### src/hw/phy_port_regs_pkg.sv
// package: offsets, field positions, reset values and carrier types for the phy port register bank
package phy_port_regs_pkg;

   // register byte offsets
   localparam logic [7:0] P1_STATUS_OFS   = 8'h29;
   localparam logic [7:0] P1_SPECIAL_OFS  = 8'h2a;
   localparam logic [7:0] P1_NEGCTRL_OFS  = 8'h2c;
   localparam logic [7:0] P2_STATUS_OFS   = 8'h39;
   localparam logic [7:0] P2_SPECIAL_OFS  = 8'h3a;
   localparam logic [7:0] P2_NEGCTRL_OFS  = 8'h3c;
   localparam logic [7:0] RMII_CLKCTL_OFS = 8'h57;

   // field positions
   localparam int RMII_CLK_DIS_BIT   = 3;
   localparam int XOVER_SEL_BIT      = 7;
   localparam int POL_REV_BIT        = 5;
   localparam int TX_FC_BIT          = 4;
   localparam int RX_FC_BIT          = 3;
   localparam int SPEED_BIT          = 2;
   localparam int DUPLEX_BIT         = 1;
   localparam int FORCE_LINK_BIT     = 3;
   localparam int PWR_SAVE_BIT       = 2;
   localparam int REMOTE_LOOP_BIT    = 1;
   localparam int AN_DISABLE_BIT     = 7;
   localparam int FORCED_SPEED_BIT   = 6;
   localparam int FORCED_DUPLEX_BIT  = 5;
   localparam int ADV_FC_BIT         = 4;

   // reset values
   localparam logic [7:0] RMII_CLKCTL_RST = 8'h00;
   localparam logic       XOVER_SEL_RST   = 1'h1;
   localparam logic [7:0] SPECIAL_RST     = 8'h00;
   localparam logic [7:0] NEGCTRL_RST     = 8'h5f;
   localparam logic [7:0] ZERO_BYTE       = 8'h00;

   // live link result reported by one phy port
   typedef struct packed {
      logic pol_rev;
      logic tx_fc;
      logic rx_fc;
      logic speed_100;
      logic full_duplex;
   } link_status_t;

   // control outputs steering one phy port
   typedef struct packed {
      logic       crossover_algorithm_select;
      logic       force_link;
      logic       power_save;
      logic       remote_loopback;
      logic       an_disable;
      logic       forced_speed_100;
      logic       forced_full_duplex;
      logic [4:0] advertise;   // fc, 100fd, 100hd, 10fd, 10hd
   } port_ctrl_t;

endpackage

### src/hw/phy_port_control_status.sv
// module: per-port phy control and status register bank with the reduced-mii clock control
//
// The plain strobed port was chosen for this implementation.
`timescale 1ns/1ps
module phy_port_control_status
   import phy_port_regs_pkg::*;
(
   input  wire logic         sys_clk,          // switch clock, 20 MHz
   input  wire logic         srst,             // synchronous reset, active high
   input  wire logic [7:0]   reg_addr,         // register byte address
   input  wire logic [7:0]   reg_wdata,        // write data
   input  wire logic         reg_wr,           // write strobe
   input  wire logic         reg_rd,           // read strobe
   output logic      [7:0]   reg_rdata,        // read data, cycle after strobe
   input  wire link_status_t port1_link_in,    // port 1 live link result, asynchronous
   input  wire link_status_t port2_link_in,    // port 2 live link result, asynchronous
   output port_ctrl_t        port1_ctrl,       // port 1 controls
   output port_ctrl_t        port2_ctrl,       // port 2 controls
   output logic              fourth_mac_refclk_en  // drive 50 MHz clock on receive_clock_pin
);

   ////////////////////////////////////////////////////////////////////////////
   // status synchronisers
   link_status_t p1_meta_q, p1_sync_q, p2_meta_q, p2_sync_q;

   // two flops per status bit before anything reads it
   always_ff @(posedge sys_clk) begin
      p1_meta_q <= port1_link_in;
      p1_sync_q <= p1_meta_q;
      p2_meta_q <= port2_link_in;
      p2_sync_q <= p2_meta_q;
   end

   ////////////////////////////////////////////////////////////////////////////
   // control register storage
   logic       rmii_clk_dis_q;
   logic [1:0] xover_q;
   logic [7:0] special_q [2];
   logic [7:0] negctrl_q [2];

   // address decode
   wire wr_clk  = reg_wr && (reg_addr == RMII_CLKCTL_OFS);
   wire wr_st1  = reg_wr && (reg_addr == P1_STATUS_OFS);
   wire wr_st2  = reg_wr && (reg_addr == P2_STATUS_OFS);
   wire wr_sp1  = reg_wr && (reg_addr == P1_SPECIAL_OFS);
   wire wr_sp2  = reg_wr && (reg_addr == P2_SPECIAL_OFS);
   wire wr_ng1  = reg_wr && (reg_addr == P1_NEGCTRL_OFS);
   wire wr_ng2  = reg_wr && (reg_addr == P2_NEGCTRL_OFS);

   // only writable bits of the special register are kept
   localparam logic [7:0] SPECIAL_WMASK = 8'h0e;

   // clock control register
   always_ff @(posedge sys_clk) begin
      if (srst) begin
         rmii_clk_dis_q <= RMII_CLKCTL_RST[RMII_CLK_DIS_BIT];
      end else if (wr_clk) begin
         rmii_clk_dis_q <= reg_wdata[RMII_CLK_DIS_BIT];
      end
   end

   // crossover selects, the only writable status bit
   always_ff @(posedge sys_clk) begin
      if (srst) begin
         xover_q <= {2{XOVER_SEL_RST}};
      end else begin
         if (wr_st1) xover_q[0] <= reg_wdata[XOVER_SEL_BIT];
         if (wr_st2) xover_q[1] <= reg_wdata[XOVER_SEL_BIT];
      end
   end

   // special control and negotiation control, ports 1 and 2 only
   always_ff @(posedge sys_clk) begin
      if (srst) begin
         special_q[0] <= SPECIAL_RST;
         special_q[1] <= SPECIAL_RST;
         negctrl_q[0] <= NEGCTRL_RST;
         negctrl_q[1] <= NEGCTRL_RST;
      end else begin
         if (wr_sp1) special_q[0] <= reg_wdata & SPECIAL_WMASK;
         if (wr_sp2) special_q[1] <= reg_wdata & SPECIAL_WMASK;
         if (wr_ng1) negctrl_q[0] <= reg_wdata;
         if (wr_ng2) negctrl_q[1] <= reg_wdata;
      end
   end

   ////////////////////////////////////////////////////////////////////////////
   // read view
   function automatic logic [7:0] status_byte(input logic sel, input link_status_t s);
      logic [7:0] b;
      b = ZERO_BYTE;
      b[XOVER_SEL_BIT] = sel;
      b[POL_REV_BIT]   = s.pol_rev;
      b[TX_FC_BIT]     = s.tx_fc;
      b[RX_FC_BIT]     = s.rx_fc;
      b[SPEED_BIT]     = s.speed_100;
      b[DUPLEX_BIT]    = s.full_duplex;
      return b;
   endfunction

   // read mux; anything unmapped reads zero
   logic [7:0] rd_mux;
   always_comb begin
      case (reg_addr)
         RMII_CLKCTL_OFS: rd_mux = {4'h0, rmii_clk_dis_q, 3'h0};
         P1_STATUS_OFS:   rd_mux = status_byte(xover_q[0], p1_sync_q);
         P2_STATUS_OFS:   rd_mux = status_byte(xover_q[1], p2_sync_q);
         P1_SPECIAL_OFS:  rd_mux = special_q[0];
         P2_SPECIAL_OFS:  rd_mux = special_q[1];
         P1_NEGCTRL_OFS:  rd_mux = negctrl_q[0];
         P2_NEGCTRL_OFS:  rd_mux = negctrl_q[1];
         default:         rd_mux = ZERO_BYTE;
      endcase
   end

   // read data register, held only in the cycle after the strobe
   always_ff @(posedge sys_clk) begin
      if (srst) begin
         reg_rdata <= ZERO_BYTE;
      end else begin
         reg_rdata <= reg_rd ? rd_mux : ZERO_BYTE;
      end
   end

   ////////////////////////////////////////////////////////////////////////////
   // control outputs, registered
   function automatic port_ctrl_t make_ctrl(input logic sel, input logic [7:0] sp, input logic [7:0] ng);
      port_ctrl_t c;
      c.crossover_algorithm_select = sel;
      c.force_link         = sp[FORCE_LINK_BIT];
      c.power_save         = sp[PWR_SAVE_BIT];
      c.remote_loopback    = sp[REMOTE_LOOP_BIT];
      c.an_disable         = ng[AN_DISABLE_BIT];
      c.forced_speed_100   = ng[FORCED_SPEED_BIT];
      c.forced_full_duplex = ng[FORCED_DUPLEX_BIT];
      c.advertise          = ng[ADV_FC_BIT:0];
      return c;
   endfunction

   always_ff @(posedge sys_clk) begin
      if (srst) begin
         port1_ctrl           <= make_ctrl(XOVER_SEL_RST, SPECIAL_RST, NEGCTRL_RST);
         port2_ctrl           <= make_ctrl(XOVER_SEL_RST, SPECIAL_RST, NEGCTRL_RST);
         fourth_mac_refclk_en <= 1'b1;
      end else begin
         port1_ctrl           <= make_ctrl(xover_q[0], special_q[0], negctrl_q[0]);
         port2_ctrl           <= make_ctrl(xover_q[1], special_q[1], negctrl_q[1]);
         fourth_mac_refclk_en <= ~rmii_clk_dis_q;
      end
   end

   ////////////////////////////////////////////////////////////////////////////
   // assertions
   a_clk_enable_follows: assert property (@(posedge sys_clk) disable iff (srst)
      wr_clk ##1 1'b1 |=> fourth_mac_refclk_en == !$past(reg_wdata[RMII_CLK_DIS_BIT], 2))
      else $error("reference clock enable wrong after write");
   a_status_polarity: assert property (@(posedge sys_clk) disable iff (srst)
      reg_rd && reg_addr == P1_STATUS_OFS |=> reg_rdata[POL_REV_BIT] == $past(p1_sync_q.pol_rev))
      else $error("polarity bit mismatch");
   a_status_speed: assert property (@(posedge sys_clk) disable iff (srst)
      reg_rd && reg_addr == P2_STATUS_OFS |=> reg_rdata[SPEED_BIT] == $past(p2_sync_q.speed_100)
         && reg_rdata[DUPLEX_BIT] == $past(p2_sync_q.full_duplex))
      else $error("speed or duplex bit mismatch");
   a_status_fc: assert property (@(posedge sys_clk) disable iff (srst)
      reg_rd && reg_addr == P1_STATUS_OFS |=> reg_rdata[TX_FC_BIT] == $past(p1_sync_q.tx_fc)
         && reg_rdata[RX_FC_BIT] == $past(p1_sync_q.rx_fc))
      else $error("flow control bits mismatch");
   a_reserved_zero: assert property (@(posedge sys_clk) disable iff (srst)
      reg_rd && reg_addr == 8'h4a |=> reg_rdata == ZERO_BYTE)
      else $error("reserved offset not zero");
   a_status_reserved: assert property (@(posedge sys_clk) disable iff (srst)
      reg_rd && reg_addr == P1_STATUS_OFS |=> reg_rdata[6] == 1'b0 && reg_rdata[0] == 1'b0)
      else $error("reserved status bit set");
   a_negctrl_loop: assert property (@(posedge sys_clk) disable iff (srst)
      wr_ng1 ##1 !wr_ng1 ##1 1'b1 |-> port1_ctrl.an_disable == $past(reg_wdata[AN_DISABLE_BIT], 2))
      else $error("negotiation disable not applied");
   a_special_readback: assert property (@(posedge sys_clk) disable iff (srst)
      wr_sp2 ##1 reg_rd && reg_addr == P2_SPECIAL_OFS && !reg_wr |=>
         reg_rdata == ($past(reg_wdata, 2) & SPECIAL_WMASK))
      else $error("special control readback wrong");
   a_idle_rdata: assert property (@(posedge sys_clk) disable iff (srst)
      !reg_rd |=> reg_rdata == ZERO_BYTE)
      else $error("read data outside read slot");
   a_xover_readback: assert property (@(posedge sys_clk) disable iff (srst)
      wr_st2 ##1 reg_rd && reg_addr == P2_STATUS_OFS && !reg_wr |=>
         reg_rdata[XOVER_SEL_BIT] == $past(reg_wdata[XOVER_SEL_BIT], 2))
      else $error("crossover select readback wrong");
   a_special_reserved: assert property (@(posedge sys_clk) disable iff (srst)
      reg_rd && reg_addr == P1_SPECIAL_OFS |=> reg_rdata[7:4] == 4'h0 && reg_rdata[0] == 1'b0)
      else $error("reserved special bit set");
   a_clkctl_reserved: assert property (@(posedge sys_clk) disable iff (srst)
      reg_rd && reg_addr == RMII_CLKCTL_OFS |=> reg_rdata[7:4] == 4'h0 && reg_rdata[2:0] == 3'h0)
      else $error("reserved clock control bit set");
   a_force_link_out: assert property (@(posedge sys_clk) disable iff (srst)
      wr_sp1 ##1 1'b1 |=> port1_ctrl.force_link == $past(reg_wdata[FORCE_LINK_BIT], 2))
      else $error("force link output wrong");
   a_advertise_out: assert property (@(posedge sys_clk) disable iff (srst)
      wr_ng2 ##1 1'b1 |=> port2_ctrl.advertise == $past(reg_wdata[ADV_FC_BIT:0], 2))
      else $error("advertise output wrong");
   a_p2_polarity: assert property (@(posedge sys_clk) disable iff (srst)
      reg_rd && reg_addr == P2_STATUS_OFS |=> reg_rdata[POL_REV_BIT] == $past(p2_sync_q.pol_rev))
      else $error("port 2 polarity bit mismatch");

endmodule

### config.mk
export PLATFORM = sky130hd
export DESIGN_NAME = phy_port_control_status
export DESIGN_NICKNAME = d
export VERILOG_FILES = /design/src/hw/phy_port_regs_pkg.sv /design/src/hw/phy_port_control_status.sv
export SDC_FILE = /design/constraint.sdc
export NUM_CORES = 1
export LEC_CHECK = 0
export ABC_AREA = 1
export BUFFER_PORTS_ARGS = -buffer_cell sky130_fd_sc_hd__buf_4
export CORE_UTILIZATION = 45
export CTS_CLUSTER_DIAMETER = 50
export DETAILED_ROUTE_END_ITERATION = 8
export PLACE_DENSITY = 0.67
export SLEW_MARGIN = 10
export SYNTH_ARGS = -nofsm -noshare
export SYNTH_HDL_FRONTEND = slang
export SYNTH_SLANG_ARGS = --single-unit
### constraint.sdc
create_clock -name sys_clk -period 2 [get_ports sys_clk]
set_clock_uncertainty 0.1 [all_clocks]
set_input_delay 0.3 -clock sys_clk [delete_from_list [all_inputs] [get_ports sys_clk]]
set_output_delay 0.3 -clock sys_clk [all_outputs]
set_load 0.03 [all_outputs]
==> results.cfg, run 1 <==
[status]
status = finished clean

[grt]
grt_util_all_layers_pct = 17.6
grt_pass1_vias = 1742
antenna_found_initial = 0
grt_first_pass_wirelength_microns = 7790
grt_overflow = 0
grt_max_degree = 25

[timing]
rsz0062_at_grt = false
setup-tns-final_ns = 0
fmax_ghz = 0.684
post-route-period-util_pct = 73.1
hold_ws_ns = 0.106
worst_pin_slew_ns = 0.437
fin_crit_ns = 1.46
relSlewSlack_pct = 70.5
slew_violations = 0
setup_violations = 0
hold_viol = 0

[critical_path]
regToRegEndpoint = reg_rdata[1]
rr_startpoint = special_q[0][3]
cp_max_fo = 12
worstSetupStartpointType = primary input
required_ns = 1.91
critical_path_class = in2reg
r2r_cells = 4
worst_ep_arrival_time_ns = 1.37
end_kind = flip-flop
r2r_setup_slack_ns = 0.94

[run]
max_cap_violations = 0

[hold_path]
hp-class = in2reg
min_to = xover_q[0]
min_from = reg_wdata[7]
hold_depth = 3

[clock_tree]
clockRootBuffer = clkbuf_8
cts_buffer_depth = 2
h-tree-depth = 3
numCtsBuffers = 9
cts.clk_slew.worst_paths_ns = 0.07
cts_setup_buffers = 0
cts_tree = yes
insertion_delay_ns = 0.35
cts.sinks = 78

[synthesis]
synthArstFlopShare_pct = 0
yosys-top-cells-count = dfxtp_1, nand2_1, nor2_1, inv_1, edfxtp_1
synth-seq-cells = 78
synthMostInstantiatedCell = dfxtp_1
synth_area_sq_um = 2660
synth-edff-count = 22
synth_top_area_share_pct = 42.1
synth_cell_type_count = 24
synthFlopType = dfxtp_1
seq_area_frac_synth_pct = 66.9
yosysWarnings = 0
synthTopCellsByArea = dfxtp_1, edfxtp_1, nand2_1
syn_inst = 267
syn_area_per_cell_sq_um = 9.97
yosysTopAreaCell = dfxtp_1
syn_nets = 297

[finish]
diodes = 0
finalNetCount = 381
area_growth_pct = 31.9
drive_gt1_share_pct = 31.2

[routing]
drtIter0Drc = 118
num_vias = 1912
drc = 0
drtAntennaViolNets = 0
dr.pass1.iters = 4
totalWireLength_microns = 4930
via_per_inst = 4.47
wl_per_cell_microns = 11.5

[place]
gp_congestion = 0.841
portBuffers = 62
dp_hpwl_microns = 3540

[floorplan]
rows = 27
die_w_microns = 78.9
initial_utilization_pct = 47.5
core_area_sq_um = 5610
fp.dieH_microns = 78.9
io_pins = 63
die_area_sq_um = 6230

[power]
powerDensity_nw_per_um2 = 870
leakage_nw = 1.65
ir_drop_mv = 0.613
final cells by class:
cell class | instances | area (sq um)
tap | 72 | 90.1
clock buffer | 11 | 131
clock inverter | 5 | 50.0
multi-input combinational | 148 | 719
fill | 494 | 2100
sequential | 78 | 1780
inverter | 38 | 143
timing repair buffer | 76 | 596
cells by family (layout without fill, tap and decap cells):
logic type / Yosys count / in the layout / share of synthesized area (%)
simple gates: 133 / 133 / 24.1
compound gates: 15 / 15 / 2.96
flops: 78 / 78 / 66.9
buf+inv: 41 / 130 / 6.06
per-layer routing:
layer  vias up  wire length [microns]  global-route usage [%]
met5         -                      0                       0
met4         0                    153                    13.1
met3        11                    297                    3.45
met2        64                   2360                    28.0
met1       837                   2120                    21.2
li1       1000                      -                       -
worst max path at each step:
stage | startpoint | endpoint | slack (ns) | depth (start not counted)
after global placement | reg_addr[7] | negctrl_q[0][8] | 0.20 | 7
after global routing | reg_addr[7] | negctrl_q[0][15] | 0.41 | 7
after detailed placement | reg_addr[7] | negctrl_q[0][8] | 0.17 | 7
after CTS | reg_addr[7] | negctrl_q[0][14] | 0.55 | 7
after floorplan | reg_addr[0] | negctrl_q[0][10] | 0.16 | 5
final | reg_addr[7] | special_q[0][3] | 0.54 | 6
timing repair:
action | in CTS | in global routing
gates resized for setup | 0 | 0
hold endpoints to repair | 10 | 0
hold buffers | 10 | 0
worst max-delay path: stages:
cell and delay [ns]:
buf_4 0.11, inv_1 0.07, nand2_2 0.11, nor2_4 0.28, nand2_1 0.11, o21ai_0 0.38
power by group:
part | switching (mW) | internal, mW
registers | 0.0215 | 1.69
clock network | 0.536 | 0.567
logic | 0.135 | 0.106
total | 0.692 | 2.36
cell usage in the layout (no fill, tap or decap), drive strengths merged:
master | netlist | layout
inv | 37 | 37
buf | 1 | 66
dfxtp | 56 | 56
bufinv | 0 | 1
nor3 | 1 | 1
or2 | 15 | 15
clkinv | 1 | 4
and2 | 1 | 1
nand3 | 19 | 19
o21ai | 8 | 8
a21oi | 5 | 5
clkbuf | 2 | 11
dlygate4sd3 | 0 | 10
o22ai | 1 | 1
nand2 | 60 | 60
edfxtp | 22 | 22
clkinvlp | 0 | 1
o211ai | 1 | 1
nor2 | 37 | 37
state kept, by name (all words and copies together), names as in the netlist:
signal,count
fourth_mac_refclk_en,1
negctrl_q,16
p1_meta_q,5
p1_sync_q,5
p2_meta_q,5
p2_sync_q,5
port1_ctrl,12
port2_ctrl,12
reg_rdata,8
rmii_clk_dis_q,1
special_q,6
xover_q,2
through the flow:
step | area (sq um) | util [%] | total power [mW] | setup WS [ns] | cells
detailed placement | 3230 | 57.6 | 1.98 | 0.169 | 402
global placement | 3230 | 57.6 | 1.97 | 0.205 | 402
CTS | 3510 | 62.6 | 3.08 | 0.550 | 428
floorplan | 2660 | - | 1.86 | 0.160 | 267
global route | 3510 | 62.6 | 3.16 | 0.408 | 428
finish | 3510 | 62.6 | 3.05 | 0.539 | 428
(Power assumes the default switching activity.)
==> run 2, diff against run 1 <==
==> constraint.sdc (replaced) <==
create_clock -name sys_clk -period 1.5 [get_ports sys_clk]
set_clock_uncertainty 0.1 [all_clocks]
set_input_delay 0.225 -clock sys_clk [delete_from_list [all_inputs] [get_ports sys_clk]]
set_output_delay 0.225 -clock sys_clk [all_outputs]
set_load 0.03 [all_outputs]
==> results.cfg, run 2 (synthesized netlist as in run 1, its figures left out) <==
[finish]
diodes = 0
top_regs = negctrl_q (16), port1_ctrl (12), port2_ctrl (12)
final_core_util_pct = 65.4
finalNetCount = 398
regMostFlops = negctrl_q
drive_gt1_share_pct = 35.1
layout_common_cells = buf_4, dfxtp_1, nand2_1
largest_reg_flops = 16
area_growth_pct = 37.8
layout.cells.most_common = buf_4
fin_area_sq_um = 3670
fillers = 485

[floorplan]
initial_utilization_pct = 47.5
fp.dieH_microns = 78.9
die_w_microns = 78.9
io_pins = 63
rows = 27
core_area_sq_um = 5610
die_area_sq_um = 6230

[critical_path]
crit_path_cell_trace = buf_4, inv_1, nand2_2, nor2_4, nand2_2, nand2_2, nand2_2, or2_1
worst_ep_arrival_time_ns = 1.23
crit_family = simple AND/OR/NAND/NOR gates
cpMostUsedCell = nand2_2
cp_max_fo = 7
rr_startpoint = negctrl_q[0][2]
critical_path_class = in2reg
worstSetupStartpoint = reg_addr[7]
required_ns = 1.50
cpPeakStageDelay_ns = 0.24
path_buf_inv = 2
end_kind = flip-flop
crit_path_top_delay_cell = or2_1
worstSetupStartpointType = primary input

[timing]
worst_pin_slew_ns = 0.211
rsz0062_at_grt = false
hold_ws_ns = 0.0230
setup_violations = 0
post-route-period-util_pct = 82.3
fmax_ghz = 0.810
fin_crit_ns = 1.23
setup-tns-final_ns = 0
slew_violations = 0
relSlewSlack_pct = 85.8
hold_viol = 0

[clock_tree]
cts_buffer_depth = 2
h-tree-depth = 3
numCtsBuffers = 9
cts.sinks = 78
cts_tree = yes
cts.clk_slew.worst_paths_ns = 0.07
insertion_delay_ns = 0.35
clockRootBuffer = clkbuf_8

[routing]
num_vias = 1952
drtAntennaViolNets = 0
wl_per_cell_microns = 10.9
via_per_inst = 4.39
totalWireLength_microns = 4870
drc = 0
dr.pass1.iters = 4
drtIter0Drc = 73

[grt]
grt_max_degree = 21
use_met3_pct = 4.83
top_usage_layer = met2
grt_util_all_layers_pct = 17.8
antenna_found_initial = 0
grt_overflow = 0
grt_first_pass_wirelength_microns = 7890
grt_pass1_vias = 1856
grt_use_met1_pct = 19.4
grtUsageMet2_pct = 29.6

[hold_path]
hp-class = in2reg
min_from = srst

[power]
ir_drop_mv = 0.978
leakage_nw = 1.75
powerDensity_nw_per_um2 = 1130
power_mw = 4.15

[run]
max_cap_violations = 0

[place]
portBuffers = 62
dp_hpwl_microns = 3630
dpl_cell_area_sq_um = 3380
gp_congestion = 0.834

[status]
status = finished clean
-- run 2: cell types whose count changed in the layout (fill, tap and decap cells not counted), sizes merged --
cell	delta
clkinvlp	-1
clkinv	-1
clkbuf	+2
buf	+17
-- run 2: path summary, 6_finish.rpt --
kind,cells after the start,slack (ns),endpoint
hold reg to reg,0,0.23,p1_sync_q[1]
hold / removal,2,0.02,port1_ctrl[11]
setup reg to reg,4,0.46,reg_rdata[2]
setup / recovery,8,0.27,negctrl_q[0][0]
-- run 2: through the flow --
| step | setup slack (ns) | cells |
|---|---|---|
| floorplan | 0.0607 | 267 |
| global placement | -0.0574 | 419 |
| detailed placement | -0.107 | 419 |
| CTS | 0.275 | 445 |
| global route | 0.174 | 445 |
| finish | 0.265 | 445 |
-- run 2: worst register-to-register path, stage by stage, from the launching register on --
cell	delay, ns
edfxtp_1	0.39
nand3_1	0.09
nand2_1	0.05
nor2_1	0.18
a21oi_1	0.11
-- run 2: layer usage --
layer | wire length [microns] | share of wire, %
met2 | 2460 | 51
met1 | 1980 | 41
met3 | 312 | 6.4
met5 | 0 | 0
met4 | 110 | 2.3
-- run 2: final cells by class --
class	count	area [sq um]	share of cell area (%)
multi-input cells	148	727	19.8
well taps	72	90.1	2.45
clock inverters	3	43.8	1.19
inverters	38	143	3.89
flip-flops and latches	78	1780	48.6
clock buffers	13	149	4.06
repair buffers	93	736	20.0
-- run 2: what timing repair did --
action	CTS	global route
gates resized for setup	0	0
hold buffers	10	0
setup buffers	0	0
endpoints found under the hold margin	10	0
setup endpoints to repair	0	0
-- run 2: where the power goes --
part	leakage [nW]	switching (mW)	internal, mW	total (mW)
sequential	0.681	0.0281	2.25	2.28
combinational	0.973	0.184	0.162	0.346
clock	0.0976	0.707	0.817	1.52
total	1.75	0.920	3.23	4.15
==> run 3, diff against run 2 <==
--- a/config.mk
+++ b/config.mk
@@ -10,7 +10,7 @@
 export CORE_UTILIZATION = 45
 export CTS_CLUSTER_DIAMETER = 50
 export DETAILED_ROUTE_END_ITERATION = 8
-export PLACE_DENSITY = 0.67
+export PLACE_DENSITY = 0.69
 export SLEW_MARGIN = 10
 export SYNTH_ARGS = -nofsm -noshare
 export SYNTH_HDL_FRONTEND = slang
==> constraint.sdc (replaced) <==
create_clock -name sys_clk -period 1 [get_ports sys_clk]
set_clock_uncertainty 0.1 [all_clocks]
set_input_delay 0.15 -clock sys_clk [delete_from_list [all_inputs] [get_ports sys_clk]]
set_output_delay 0.15 -clock sys_clk [all_outputs]
set_load 0.03 [all_outputs]
==> results.cfg, run 3 (synthesized netlist as in run 1, its figures left out) <==
[grt]
grt_overflow = 0
grt_pass1_vias = 2022
antenna_found_initial = 0
grt_first_pass_wirelength_microns = 8530
grt_max_degree = 23
grt_util_all_layers_pct = 18.5

[critical_path]
critical_path_class = reg2out
required_ns = 0.75
path_buf_inv = 1
end_kind = primary output
worst_ep_arrival_time_ns = 0.81
crit_family = flip-flops
worstSetupStartpointType = flip-flop
cpPeakStageDelay_ns = 0.34
crit_path_top_delay_cell = dfxtp_2
cp_max_fo = 1
crit_path_cell_trace = buf_6

[hold_path]
hp-class = in2reg

[clock_tree]
ctsHoldBuffers = 12
h-tree-depth = 3
cts_tree = yes
insertion_delay_ns = 0.34
cts_buffer_depth = 2
cts.sinks = 78
numCtsBuffers = 9
clockRootBuffer = clkbuf_8
cts.clk_slew.worst_paths_ns = 0.08

[finish]
area_growth_pct = 55.3
layout.cells.most_common = buf_4
regMostFlops = negctrl_q
drive_gt1_share_pct = 51.3
layout_common_cells = buf_4, nand2_1, buf_6
largest_reg_flops = 16
diodes = 0
top_regs = negctrl_q (16), port1_ctrl (12), port2_ctrl (12)
finalNetCount = 404
stdcell_count = 450

[floorplan]
die_w_microns = 78.9
fp.dieH_microns = 78.9
core_area_sq_um = 5610
rows = 27
die_area_sq_um = 6230
io_pins = 63
initial_utilization_pct = 47.5

[place]
gp_congestion = 0.844
dp_hpwl_microns = 3780
portBuffers = 62
pre_cts_ws_ns = -0.443
place_inst = 420

[routing]
drtAntennaViolNets = 0
wl_per_cell_microns = 11.7
drtIter0Drc = 58
num_vias = 2069
dr.pass1.iters = 4
totalWireLength_microns = 5250
drc = 0
via_per_inst = 4.60

[timing]
post-route-period-util_pct = 106
relSlewSlack_pct = 79.2
fin_crit_ns = 1.06
worst_pin_slew_ns = 0.311
slew_violations = 0
rsz0062_at_grt = true
hold_ws_ns = -0.00438
setup-tns-final_ns = -1.18
fmax_ghz = 0.945
final.setup.worst_slack_ns = -0.0582
hold_viol = 5
setup_violations = 39

[power]
leakage_nw = 1.92
power_mw = 6.09
powerDensity_nw_per_um2 = 1470
ir_drop_mv = 1.07

[status]
violations = hold timing, setup timing
status = finished, violations left

[run]
max_cap_violations = 0
run 3: power breakdown:
part           switching (mW)  total, mW  internal [mW]
Combinational           0.329      0.664          0.335
Clock                    1.09       1.99          0.896
Sequential             0.0524       3.44           3.39
Total                    1.47       6.09           4.62
run 3: per-layer routing:
layer / share of wire [%] / track usage, % / up-vias / wire [microns]
met4: 3.2 / 10.2 / 0 / 168
met2: 52 / 33.4 / 73 / 2710
li1: - / - / 1043 / -
met3: 5.8 / 3.68 / 19 / 305
met1: 39 / 20.3 / 934 / 2070
met5: 0 / 0 / - / 0
run 3: cell type report:
type / instances / area, sq um
well taps: 72 / 90.1
repair buffers: 99 / 993
fillers: 404 / 1470
inverters: 38 / 198
multi-input cells: 148 / 866
clock buffers: 10 / 128
flip-flops and latches: 78 / 1820
clock inverters: 5 / 36.3
run 3: final timing paths:
kind                         from                    to  slack [ns]  cells after the start
min reg2reg          p1_meta_q[1]          p1_sync_q[1]        0.23                      0
max          fourth_mac_refclk_en  fourth_mac_refclk_en       -0.06                      1
max reg2reg       negctrl_q[0][9]          reg_rdata[1]        0.01                      4
min                  reg_wdata[4]       negctrl_q[0][4]      -0.004                      2
run 3: what timing repair did:
action | 4_1_cts | 5_1_grt
pin swaps | 9 | 7
endpoints found under the setup margin | 45 | 64
resized for setup | 77 | 23
buffers inserted | 3 | 0
hold endpoints to repair | 18 | 5
cloned | 0 | 0
run 3: metrics by stage:
stage               area (sq um)  util, %
floorplan                   2800        -
global placement            3550     63.3
detailed placement          3550     63.3
CTS                         4070     72.5
global route                4130     73.7
finish                      4130     73.7
